===== config.mk =====
export PLATFORM = sky130hd
export DESIGN_NAME = lcr_regs
export DESIGN_NICKNAME = d
export VERILOG_FILES = /design/src/core/lcr_pkg.sv /design/src/core/lcr_regs.sv
export SDC_FILE = /design/constraint.sdc
export NUM_CORES = 1
export LEC_CHECK = 0
export BUFFER_PORTS_ARGS = -buffer_cell sky130_fd_sc_hd__buf_2
export CAP_MARGIN = 10
export CORE_ASPECT_RATIO = 1.75
export CORE_MARGIN = 2
export CORE_UTILIZATION = 50
export DETAILED_ROUTE_END_ITERATION = 12
export HOLD_SLACK_MARGIN = 0.08
export PLACE_DENSITY = 0.88
export SLEW_MARGIN = 40
export SYNTH_ARGS = -nofsm -noshare
export SYNTH_HDL_FRONTEND = slang
export SYNTH_SLANG_ARGS = --single-unit

===== constraint.sdc =====
create_clock -name core_clk_in -period 1.93 [get_ports core_clk_in]
set_clock_uncertainty 0.15 [all_clocks]
set_input_delay 0.386 -clock core_clk_in [delete_from_list [all_inputs] [get_ports core_clk_in]]
set_output_delay 0.386 -clock core_clk_in [all_outputs]
set_load 0.005 [all_outputs]

===== src/core/lcr_pkg.sv =====
// shared constants for the link configuration register bank.
// assumes one 100 MHz core clock and an 8-bit register port.
package lcr_pkg;

	// ----------------------------------------
	// register map
	// ----------------------------------------
	localparam int ADDR_W = 8;
	localparam int DATA_W = 8;
	localparam logic [7:0] LINK_CONTROL_STATUS_ADDR = 8'h04;
	localparam logic [7:0] EQUALIZER_CONVERSION_CFG_ADDR = 8'h05;
	localparam logic [7:0] UNMAPPED_READ_VALUE = 8'h00;

	// ----------------------------------------
	// link_control_status fields
	// ----------------------------------------
	localparam int LINK_ACQUIRED_BIT = 7;
	localparam int OUTPUT_DISABLE_BIT = 6;
	localparam int TEST_PATTERN_BIT = 5;
	localparam int SLEEP_BIT = 4;
	localparam int PERIPH_SEL_MSB = 3;
	localparam int PERIPH_SEL_LSB = 2;
	localparam int REVERSE_CH_BIT = 1;
	localparam int FORWARD_CH_BIT = 0;
	localparam logic [1:0] PERIPH_I2C = 2'h0;
	localparam logic [1:0] PERIPH_UART = 2'h1;
	localparam logic OUTPUT_DISABLE_RST = 1'b0;
	localparam logic TEST_PATTERN_RST = 1'b0;
	localparam logic SLEEP_RST = 1'b0;
	localparam logic [1:0] PERIPH_SEL_RST = 2'h0;
	localparam logic REVERSE_CH_RST = 1'b1;
	localparam logic FORWARD_CH_RST = 1'b1;

	// ----------------------------------------
	// equalizer_conversion_cfg fields
	// ----------------------------------------
	localparam int METHOD_BIT = 7;
	localparam int CUTOFF_MSB = 6;
	localparam int CUTOFF_LSB = 5;
	localparam int HF_DISABLE_BIT = 4;
	localparam int GAIN_MSB = 3;
	localparam int GAIN_LSB = 0;
	localparam logic METHOD_RST = 1'b0;
	localparam logic [1:0] CUTOFF_RST = 2'h1;
	localparam logic HF_DISABLE_RST = 1'b0;
	localparam logic [3:0] GAIN_STRAP_HIGH = 4'h4;
	localparam logic [3:0] GAIN_STRAP_LOW = 4'h9;
	localparam logic [1:0] GAIN_FORBIDDEN_TOP = 2'h3;

	// ----------------------------------------
	// equalizer tables, cutoff in kHz, gain in tenths of dB
	// ----------------------------------------
	localparam logic [12:0] CUTOFF_KHZ_0 = 13'h1d4c;
	localparam logic [12:0] CUTOFF_KHZ_1 = 13'h0ea6;
	localparam logic [12:0] CUTOFF_KHZ_2 = 13'h09c4;
	localparam logic [12:0] CUTOFF_KHZ_3 = 13'h074e;

	// ----------------------------------------
	// strap capture sequence
	// ----------------------------------------
	typedef enum logic [1:0] {
		LCR_SYNC_A,
		LCR_SYNC_B,
		LCR_LOAD,
		LCR_RUN
	} lcr_strap_e;

endpackage


===== src/core/lcr_regs.sv =====
// link configuration and equalizer register bank with strap capture.
// assumes strap and lock pins are asynchronous and a plain register port.
//
// The strobed register port was chosen for this implementation.
`timescale 1ns/1ps

module lcr_regs (
	input wire logic core_clk_in,
	input wire logic rst_n_in,
	input wire logic [7:0] reg_addr_in,
	input wire logic [7:0] reg_wdata_in,
	input wire logic reg_wr_in,
	input wire logic reg_rd_in,
	output logic [7:0] reg_rdata_out,
	input wire logic link_acquired_flag_in,
	input wire logic mode_strap_in,
	input wire logic channel_direction_strap_in,
	input wire logic equalizer_strap_in,
	output logic output_disable_out,
	output logic test_pattern_enable_out,
	output logic sleep_out,
	output logic i2c_periph_enable_out,
	output logic uart_periph_enable_out,
	output logic reverse_channel_enable_out,
	output logic forward_channel_enable_out,
	output logic send_reg_addr_out,
	output logic [1:0] highpass_cutoff_sel_out,
	output logic [12:0] cutoff_khz_out,
	output logic hf_boost_enable_out,
	output logic [3:0] boost_gain_sel_out,
	output logic [7:0] boost_gain_tenth_db_out
);

	// ----------------------------------------
	// pin synchronisers
	// ----------------------------------------
	logic [3:0] pin_meta_r;
	logic [3:0] pin_sync_r;
	logic lock_s;
	logic mode_strap_s;
	logic dir_strap_s;
	logic eq_strap_s;

	always_ff @(posedge core_clk_in or negedge rst_n_in) begin
		if (!rst_n_in) begin
			pin_meta_r <= 4'h0;
			pin_sync_r <= 4'h0;
		end else begin
			pin_meta_r <= {equalizer_strap_in, channel_direction_strap_in, mode_strap_in,
				link_acquired_flag_in};
			pin_sync_r <= pin_meta_r;
		end
	end

	assign lock_s = pin_sync_r[0];
	assign mode_strap_s = pin_sync_r[1];
	assign dir_strap_s = pin_sync_r[2];
	assign eq_strap_s = pin_sync_r[3];

	// ----------------------------------------
	// decode helpers
	// ----------------------------------------
	function automatic logic sleep_from_straps(input logic mode, input logic dir);
		sleep_from_straps = mode & dir;
	endfunction

	function automatic logic [12:0] cutoff_khz(input logic [1:0] sel);
		case (sel)
			2'h0: cutoff_khz = lcr_pkg::CUTOFF_KHZ_0;
			2'h1: cutoff_khz = lcr_pkg::CUTOFF_KHZ_1;
			2'h2: cutoff_khz = lcr_pkg::CUTOFF_KHZ_2;
			default: cutoff_khz = lcr_pkg::CUTOFF_KHZ_3;
		endcase
	endfunction

	function automatic logic [7:0] gain_tenths(input logic [3:0] code);
		case (code)
			4'h0: gain_tenths = 8'h15;
			4'h1: gain_tenths = 8'h1c;
			4'h2: gain_tenths = 8'h22;
			4'h3: gain_tenths = 8'h2a;
			4'h4: gain_tenths = 8'h34;
			4'h5: gain_tenths = 8'h3e;
			4'h6: gain_tenths = 8'h46;
			4'h7: gain_tenths = 8'h52;
			4'h8: gain_tenths = 8'h5e;
			4'h9: gain_tenths = 8'h6b;
			4'ha: gain_tenths = 8'h75;
			default: gain_tenths = 8'h82;
		endcase
	endfunction

	function automatic logic gain_code_legal(input logic [3:0] code);
		gain_code_legal = (code[3:2] != lcr_pkg::GAIN_FORBIDDEN_TOP);
	endfunction

	// ----------------------------------------
	// strap capture after reset release
	// ----------------------------------------
	// waits two edges so both synchroniser stages hold real pin levels
	lcr_pkg::lcr_strap_e strap_st_r;
	logic strap_load;

	always_ff @(posedge core_clk_in or negedge rst_n_in) begin
		if (!rst_n_in) begin
			strap_st_r <= lcr_pkg::LCR_SYNC_A;
		end else begin
			case (strap_st_r)
				lcr_pkg::LCR_SYNC_A: strap_st_r <= lcr_pkg::LCR_SYNC_B;
				lcr_pkg::LCR_SYNC_B: strap_st_r <= lcr_pkg::LCR_LOAD;
				lcr_pkg::LCR_LOAD: strap_st_r <= lcr_pkg::LCR_RUN;
				default: strap_st_r <= lcr_pkg::LCR_RUN;
			endcase
		end
	end

	assign strap_load = (strap_st_r == lcr_pkg::LCR_LOAD);

	// ----------------------------------------
	// register write side
	// ----------------------------------------
	logic wr_ctl;
	logic wr_eq;
	logic rd_ctl;
	logic rd_eq;
	logic out_dis_r;
	logic pattern_r;
	logic sleep_r;
	logic [1:0] periph_r;
	logic rev_r;
	logic fwd_r;
	logic method_r;
	logic [1:0] cutoff_r;
	logic hf_dis_r;
	logic [3:0] gain_r;

	always_comb begin
		wr_ctl = 1'b0;
		wr_eq = 1'b0;
		rd_ctl = 1'b0;
		rd_eq = 1'b0;
		if (reg_addr_in == lcr_pkg::LINK_CONTROL_STATUS_ADDR) begin
			wr_ctl = reg_wr_in;
			rd_ctl = reg_rd_in;
		end else if (reg_addr_in == lcr_pkg::EQUALIZER_CONVERSION_CFG_ADDR) begin
			wr_eq = reg_wr_in;
			rd_eq = reg_rd_in;
		end
	end

	// bit 7 of the control register has no storage, writes to it vanish
	always_ff @(posedge core_clk_in or negedge rst_n_in) begin
		if (!rst_n_in) begin
			out_dis_r <= lcr_pkg::OUTPUT_DISABLE_RST;
			pattern_r <= lcr_pkg::TEST_PATTERN_RST;
			periph_r <= lcr_pkg::PERIPH_SEL_RST;
			rev_r <= lcr_pkg::REVERSE_CH_RST;
			fwd_r <= lcr_pkg::FORWARD_CH_RST;
		end else if (wr_ctl) begin
			out_dis_r <= reg_wdata_in[lcr_pkg::OUTPUT_DISABLE_BIT];
			pattern_r <= reg_wdata_in[lcr_pkg::TEST_PATTERN_BIT];
			periph_r <= reg_wdata_in[lcr_pkg::PERIPH_SEL_MSB:lcr_pkg::PERIPH_SEL_LSB];
			rev_r <= reg_wdata_in[lcr_pkg::REVERSE_CH_BIT];
			fwd_r <= reg_wdata_in[lcr_pkg::FORWARD_CH_BIT];
		end
	end

	// software write wins over the strap load in the same cycle
	always_ff @(posedge core_clk_in or negedge rst_n_in) begin
		if (!rst_n_in) begin
			sleep_r <= lcr_pkg::SLEEP_RST;
		end else if (wr_ctl) begin
			sleep_r <= reg_wdata_in[lcr_pkg::SLEEP_BIT];
		end else if (strap_load) begin
			sleep_r <= sleep_from_straps(mode_strap_s, dir_strap_s);
		end
	end

	always_ff @(posedge core_clk_in or negedge rst_n_in) begin
		if (!rst_n_in) begin
			method_r <= lcr_pkg::METHOD_RST;
			cutoff_r <= lcr_pkg::CUTOFF_RST;
			hf_dis_r <= lcr_pkg::HF_DISABLE_RST;
		end else if (wr_eq) begin
			method_r <= reg_wdata_in[lcr_pkg::METHOD_BIT];
			cutoff_r <= reg_wdata_in[lcr_pkg::CUTOFF_MSB:lcr_pkg::CUTOFF_LSB];
			hf_dis_r <= reg_wdata_in[lcr_pkg::HF_DISABLE_BIT];
		end
	end

	// forbidden gain codes are dropped so the equalizer never sees them
	always_ff @(posedge core_clk_in or negedge rst_n_in) begin
		if (!rst_n_in) begin
			gain_r <= lcr_pkg::GAIN_STRAP_HIGH;
		end else if (wr_eq &&
			gain_code_legal(reg_wdata_in[lcr_pkg::GAIN_MSB:lcr_pkg::GAIN_LSB])) begin
			gain_r <= reg_wdata_in[lcr_pkg::GAIN_MSB:lcr_pkg::GAIN_LSB];
		end else if (strap_load) begin
			// a refused gain write leaves the strap load in force
			gain_r <= eq_strap_s ? lcr_pkg::GAIN_STRAP_HIGH : lcr_pkg::GAIN_STRAP_LOW;
		end
	end

	// ----------------------------------------
	// read side
	// ----------------------------------------
	always_ff @(posedge core_clk_in or negedge rst_n_in) begin
		if (!rst_n_in) begin
			reg_rdata_out <= lcr_pkg::UNMAPPED_READ_VALUE;
		end else if (rd_ctl) begin
			reg_rdata_out <= {lock_s, out_dis_r, pattern_r, sleep_r, periph_r, rev_r, fwd_r};
		end else if (rd_eq) begin
			reg_rdata_out <= {method_r, cutoff_r, hf_dis_r, gain_r};
		end else begin
			reg_rdata_out <= lcr_pkg::UNMAPPED_READ_VALUE;
		end
	end

	// ----------------------------------------
	// decoded control outputs
	// ----------------------------------------
	// decoded outputs lag the register by one cycle, kept glitch free
	always_ff @(posedge core_clk_in or negedge rst_n_in) begin
		if (!rst_n_in) begin
			i2c_periph_enable_out <= 1'b0;
			uart_periph_enable_out <= 1'b0;
			send_reg_addr_out <= 1'b0;
			hf_boost_enable_out <= 1'b0;
			cutoff_khz_out <= 13'h0000;
			boost_gain_tenth_db_out <= 8'h00;
		end else begin
			i2c_periph_enable_out <= (periph_r == lcr_pkg::PERIPH_I2C);
			uart_periph_enable_out <= (periph_r == lcr_pkg::PERIPH_UART);
			send_reg_addr_out <= !method_r;
			hf_boost_enable_out <= !hf_dis_r;
			cutoff_khz_out <= cutoff_khz(cutoff_r);
			boost_gain_tenth_db_out <= gain_tenths(gain_r);
		end
	end

	assign output_disable_out = out_dis_r;
	assign test_pattern_enable_out = pattern_r;
	assign sleep_out = sleep_r;
	assign reverse_channel_enable_out = rev_r;
	assign forward_channel_enable_out = fwd_r;
	assign highpass_cutoff_sel_out = cutoff_r;
	assign boost_gain_sel_out = gain_r;
endmodule


==> metrics.txt, run 1 <==
leading cell type by number of instances after synthesis dfrtp_1; max-capacitance violation count 0; result of the run finished, final reports clean; CTS tree yes; critical path data arrival time 1.81 ns; RD Place Congestion ~0.82; # H-tree levels 2; clock latency of the later-clocked register in the worst-skew pair ~0.30 ns; Finished Cell Area approximately 0.0027 mm²; average routed wire per standard cell 12.40 µm; WL final between 3000 and 4000 µm; Slowest cell on crit path or4_4; kind of critical path in2reg; Final setup viols 0; Inst Count DP 276; DRC violation count after routing 0; crit path cell chain buf_2 -> or4_4 -> nor3_4 -> mux2_2; fraction of registers with async set/reset 1.000; Initial DRT Pass Iterations 4; CP Data Required Time 1.97 ns; worst relative slew slack 0.6639; post-synthesis sequential area ratio 0.6288; setup repair after global routing missed its margin no; initial antenna violation count 0; worst ir drop on vdd between 0.0007 and 0.0008 V; slack of the critical path 0.1538 ns; proportion of netlist area held by the largest area contributor 0.5800; Chip Height 90.89 µm; total standard cell area after synthesis roughly 0.0022 mm²; IO Port Bufs 65; slowest cell delay on critical path 0.58 ns; count of flip-flops with a built-in enable after synthesis 0; number of clock sinks between 50 and 60; endpoint type of the worst setup path register; buffer levels on the longest clock path 2; IO Pins 68; effective utilization at floorplan 0.5197; placement-stage cell area 0.002582 mm²; post-route fraction of the period consumed by the critical path 0.9203; clock transition at the registers of the reported paths approximately 0.080 ns; Die Area 0.004876 mm²; area of the core region 0.004150 mm²; Sw Ratio 0.2133; Max Fanout on Critical Path 7; vias after detailed routing 1433; first-pass GRT wire length about 5900 µm; GR Util All Layers 0.1701; summed negative setup slack over all endpoints 0 ns; family with the most delay on the worst path simple AND/OR/NAND/NOR gates; final hold vios 0; most instantiated flip-flop cell in the synthesis netlist dfrtp_1; sequential fraction of design power 0.573; average cell area after synthesis 13.57 µm²; Place WS -0.1727 ns; post-synth top area cell dfrtp_1; final instance count without filler cells 289; count of routing violations after the opening detailed-route iteration 13; Pins Over Slew Limit 0; number of global-route vias before repair 1406; clock tree root buffer cell clkbuf_8; number of filler instances in the final layout 330; remaining antenna violation count 0; share of layout cells above drive strength 1 0.4208; dpl hpwl 2754 µm; number of buffers and inverters on the critical path 1; HP Class in2reg; static leakage power approximately 0.0014 µW; fraction of power consumed by the clock network 0.329; share of total power in combinational logic 0.099; Min Clock Period, post-route 1.776 ns; Cells after Synth 159; number of flip-flops and latches in the synthesized netlist 54; grt ovf 0; floorplan row count 31; Fmax 0.5630 GHz; pin slew with the least headroom to its limit 0.4996 ns; Yosys cell types 34; top cells by area, synth dfrtp_1 (58%), ha_1 (7.0%), mux2_2 (6.3%), dfstp_2 (4.9%), a22o_1 (3.2%); total of warnings raised by yosys 0; cts bufs inserted 5; number of inserted diodes 0; internal power consumption roughly 1700 µW; die width 53.65 µm; switching power approximately 460 µW; Nets about 280; Synth top cells by count dfrtp_1 (50), inv_1 (14), ha_1 (12), mux2_2 (12); vias per inst 4.958; power density normalized to cell area 785.6 mW/mm²; quantity of gates resized following cts 0; crit path launch type input pin; largest net degree at the start of global routing 55; Hold WS 0.1620 ns; layout overhead on the synthesized area 26.97%
## layout by cell type (no fill, tap or decap), drive strengths merged
cell type,netlist,final
ha,12,12
nor2,8,8
nand4bb,1,1
a21boi,2,2
inv,14,14
dfrtp,50,50
conb,2,3
a2bb2oi,1,1
nand2b,1,1
nor2b,4,4
buf,6,73
and2,1,1
o21ai,5,5
clkbuf,0,7
nor4bb,1,1
o21a,3,3
nor3,4,4
mux2,12,12
a221oi,1,1
nor4,1,1
nand3,1,1
or4,3,3
dfstp,4,4
nand3b,1,1
dlygate4sd3,0,5
nand2,3,3
or2,2,2
or4bb,1,1
a21oi,1,1
a22o,8,8
bufinv,0,1
mux2i,4,4
nand4,2,2
## metrics by stage
step             util  power, µW
2_1_floorplan       -       1339
3_3_place_gp   0.6222       1455
3_5_place_dp   0.6222       1465
4_1_cts        0.6599       2183
5_1_grt        0.6599       2269
6_report       0.6599       2152
## layer usage
metal / part of all wire / track usage / wire length, µm
met1: 0.35 / 0.1689 / 1250
met3: 0.058 / 0.03642 / 207
met4: 0.032 / 0.1111 / 114
met2: 0.56 / 0.2963 / 2012
met5: 0 / 0 / 0
## repair_timing
| action | 4_1_cts | 5_1_grt |
|---|---|---|
| buffers inserted | 0 | 0 |
| hold buffers | 5 | 0 |
| endpoints found under the hold margin | 54 | 0 |
## power groups by stage
stage	clock network [µW]	registers [µW]	logic, µW
after floorplan	0	1250	88.3
after global placement	0	1250	202
after detailed placement	0	1260	210
after CTS	732	1230	218
after global routing	785	1240	242
final	707	1230	213
## cell families (layout without fill, tap and decap cells)
group           Yosys count  in the layout  synth area share
fa+ha+maj                12             12           0.06960
buf+inv                  20            100           0.04177
flops                    54             54            0.6288
mux                      16             16           0.08121
compound gates           21             21           0.07192
other cells               2              3          0.003482
simple gates             34             34            0.1032
## flip-flops by register name, summed over array words and instances, names as in the netlist, 2 cells and up
register                 flops
highpass_cutoff_sel_out      2
reg_rdata_out                8
boost_gain_sel_out           4
boost_gain_tenth_db_out      8
cutoff_khz_out               9
periph_r                     2
pin_meta_r                   4
strap_st_r                   2
pin_sync_r                   4
## final cells by class
class                   instances  area [µm²]  share of cell area
repair buffers                 78       447.9              0.1635
flip-flops and latches         54        1356              0.4952
well taps                      49       61.31             0.02238
clock inverters                 1       30.03             0.01096
clock buffers                   7       76.32             0.02787
multi-input cells              86       714.4              0.2608
inverters                      14       52.55             0.01919
## worst paths after layout
check | start | endpoint | slack, ns | depth (start not counted)
worst min register to register | pin_meta_r[3]$_DFF_PN0_ | pin_sync_r[3]$_DFF_PN0_ | 0.20 | 0
worst max-delay path | reg_addr_in[5] | periph_r[1]$_DFFE_PN0P_ | 0.15 | 4
max in group asynchronous | rst_n_in | highpass_cutoff_sel_out[0]$_DFFE_PN1P_ | 0.88 | 3
worst min-delay path | reg_wdata_in[7] | method_r$_DFFE_PN0P_ | 0.16 | 2
min in group asynchronous | rst_n_in | boost_gain_tenth_db_out[1]$_DFF_PN0_ | 0.46 | 3
worst max register to register | boost_gain_sel_out[1]$_DFFE_PN0P_ | boost_gain_tenth_db_out[4]$_DFF_PN0_ | 0.39 | 5
Note: power is estimated with default switching activity, not from simulation.
==> run 2, diff against run 1 <==
--- a/config.mk
+++ b/config.mk
@@ -9,10 +9,10 @@
 export CAP_MARGIN = 10
 export CORE_ASPECT_RATIO = 1.75
 export CORE_MARGIN = 2
-export CORE_UTILIZATION = 50
+export CORE_UTILIZATION = 54
 export DETAILED_ROUTE_END_ITERATION = 12
 export HOLD_SLACK_MARGIN = 0.08
-export PLACE_DENSITY = 0.88
+export PLACE_DENSITY = 0.94
 export SLEW_MARGIN = 40
 export SYNTH_ARGS = -nofsm -noshare
 export SYNTH_HDL_FRONTEND = slang
==> constraint.sdc (replaced) <==
create_clock -name core_clk_in -period 2.05 [get_ports core_clk_in]
set_clock_uncertainty 0.15 [all_clocks]
set_input_delay 0.41 -clock core_clk_in [delete_from_list [all_inputs] [get_ports core_clk_in]]
set_output_delay 0.41 -clock core_clk_in [all_outputs]
set_load 0.005 [all_outputs]
==> run 2 against run 1 <==
Against the previous run: die area decreased by 7.0%; worst hold slack improved by 0.032 ns; non-clock buffer count decreased by 4; critical path depth unchanged; critical path type unchanged; clock power decreased by 23%; highest routed layer unchanged; via count decreased by 2.3%.
==> metrics.txt, run 2 (synthesized netlist as in run 1, its figures left out) <==
Chip Height 87.61 µm (-3.6%); Nets 271 (-1.5%); register with the highest flop count cutoff_khz_out; vias per inst 4.930 (-0.58%); summed negative setup slack over all endpoints 0 ns (unchanged); internal reg-to-reg setup slack 0.49 ns (+0.10 ns); # H-tree levels 2 (unchanged); CTS tree yes; Pins Over Slew Limit 0 (unchanged); number of cells on the worst reg-to-reg path 5 (unchanged); count of routing violations after the opening detailed-route iteration 9 (-4); result of the run finished, final reports clean; clock tree root buffer cell clkbuf_8; power density normalized to cell area 708.6 mW/mm² (-9.8%); IO Port Bufs 65 (unchanged); clock latency of the later-clocked register in the worst-skew pair 0.29 ns (about the same); Min Clock Period, post-route between 1.5 and 2 ns; largest registers ranked by flip-flop count cutoff_khz_out (9), boost_gain_tenth_db_out (8), reg_rdata_out (8); buffer levels on the longest clock path 2 (unchanged); share of layout cells above drive strength 1 0.4110 (-0.009816); setup repair after global routing missed its margin no; clock transition at the registers of the reported paths 0.09 ns (about the same); grt ovf 0 (unchanged); GR Util met2 0.3217 (+0.02538); max-capacitance violation count 0 (unchanged); worst ir drop on vdd 0.0005181 V (-27%); quantity of gates resized following cts 0 (unchanged); number of inserted diodes 0 (unchanged); met3 usage in global routing 0.04096 (+0.004532); die width 51.78 µm (-3.5%); area of the core region 0.003866 mm² (-6.8%); placement-stage cell area 0.002539 mm² (-1.7%); slack of the critical path 0.2316 ns (+0.07773 ns); hold-fix buffers at CTS 5 (unchanged); CP Data Required Time 2.08 ns (+0.11 ns); WL final 3535 µm (-1.4%); vias after detailed routing 1400 (-2.3%); initial antenna violation count 0 (unchanged); source of the critical timing path reg_addr_in[5]; most frequent standard cell in the layout excluding fill and tap cells buf_2; Place WS -0.05047 ns (+0.1223 ns); instance count along the most critical hold path 2 (unchanged); capture instance of the worst register-to-register path boost_gain_tenth_db_out[4]$_DFF_PN0_; FF-to-FF Start boost_gain_sel_out[1]$_DFFE_PN0P_; most used cells in the layout excluding fill and tap cells buf_2 (65), dfrtp_1 (50), inv_1 (14); crit path launch type input pin; Die Area 0.004536 mm² (-7.0%); DRC violation count after routing 0 (unchanged); post-route fraction of the period consumed by the critical path 0.8870; floorplan row count 30 (-3.2%); critical path data arrival time 1.85 ns (+0.04 ns); layout overhead on the synthesized area 23.90%; HP Class in2reg; number of filler instances in the final layout 311 (-5.8%); IO Pins 68 (unchanged); Inst Count DP 271 (-1.8%); remaining antenna violation count 0 (unchanged); effective utilization at floorplan 0.5579 (+0.03818); static leakage power 0.001346 µW (-2.8%); first-pass GRT wire length 5927 µm (+0.12%); worst hold path startpoint reg_wdata_in[7]; kind of critical path in2reg; max FFs per register 9 (unchanged); Setup Buffers After CTS 0 (unchanged); GRT met1 Usage 0.1986 (+0.02964); final hold vios 0 (unchanged); number of clock sinks 54 (unchanged); number of global-route vias before repair 1333 (-5.2%); cts bufs inserted 5 (unchanged); dpl hpwl 2799 µm (+1.7%); endpoint type of the worst setup path register; final instance count without filler cells 284 (-1.7%); largest net degree at the start of global routing 20 (-64%); Hold WS 0.1937 ns (+0.03175 ns); Max Fanout on Critical Path 7 (unchanged); average routed wire per standard cell 12.45 µm (+0.34%); Final setup viols 0 (unchanged); destination of the worst hold path method_r$_DFFE_PN0P_; RD Place Congestion 0.8087 (-1.8%); GR Util All Layers 0.1773 (+0.007219); Fmax 0.5499 GHz; GR peak layer met2; Initial DRT Pass Iterations 3 (-1); Finished Cell Area 0.002673 mm² (-2.4%)
## run 2: per-stage QoR
| stage | utilization | total power [µW] |
|---|---|---|
| after floorplan | - | 1261 |
| final | 0.6913 | 1894 |
| after CTS | 0.6913 | 1914 |
| after global placement | 0.6566 | 1360 |
| after global routing | 0.6913 | 2004 |
| after detailed placement | 0.6566 | 1369 |
## run 2: worst max-delay path by stage
stage / to / slack (ns)
2_1_floorplan: output_disable_out$_DFFE_PN0P_ / 0.14
3_3_place_gp: periph_r[1]$_DFFE_PN0P_ / -0.02
3_5_place_dp: test_pattern_enable_out$_DFFE_PN0P_ / -0.05
4_1_cts: test_pattern_enable_out$_DFFE_PN0P_ / 0.22
5_1_grt: test_pattern_enable_out$_DFFE_PN0P_ / 0.20
6_report: test_pattern_enable_out$_DFFE_PN0P_ / 0.23
## run 2: worst max-delay path: stages
cell and delay, ns:
buf_2 0.10, or4_4 0.58, nor3_4 0.37, mux2_2 0.39
## run 2: final cells by class
type / instances / area [µm²] / share of cell area
Sequential cell: 54 / 1356 / 0.5075
Multi-Input combinational cell: 86 / 714.4 / 0.2673
Timing Repair Buffer: 74 / 405.4 / 0.1517
Clock buffer: 7 / 76.32 / 0.02856
Tap cell: 48 / 60.06 / 0.02247
Inverter: 14 / 52.55 / 0.01966
Clock inverter: 1 / 7.507 / 0.002809
## run 2: routing by layer
| layer | part of all wire | wire, µm |
|---|---|---|
| met1 | 0.36 | 1275 |
| met2 | 0.57 | 2009 |
| met3 | 0.053 | 186 |
| met4 | 0.018 | 63 |
| met5 | 0 | 0 |
## run 2: where the power goes
group | switching [µW] | leakage, µW | internal, µW
combinational | 92.2 | 0.000662 | 97.5
clock | 300 | 0.0000385 | 242
sequential | 38.1 | 0.000646 | 1120
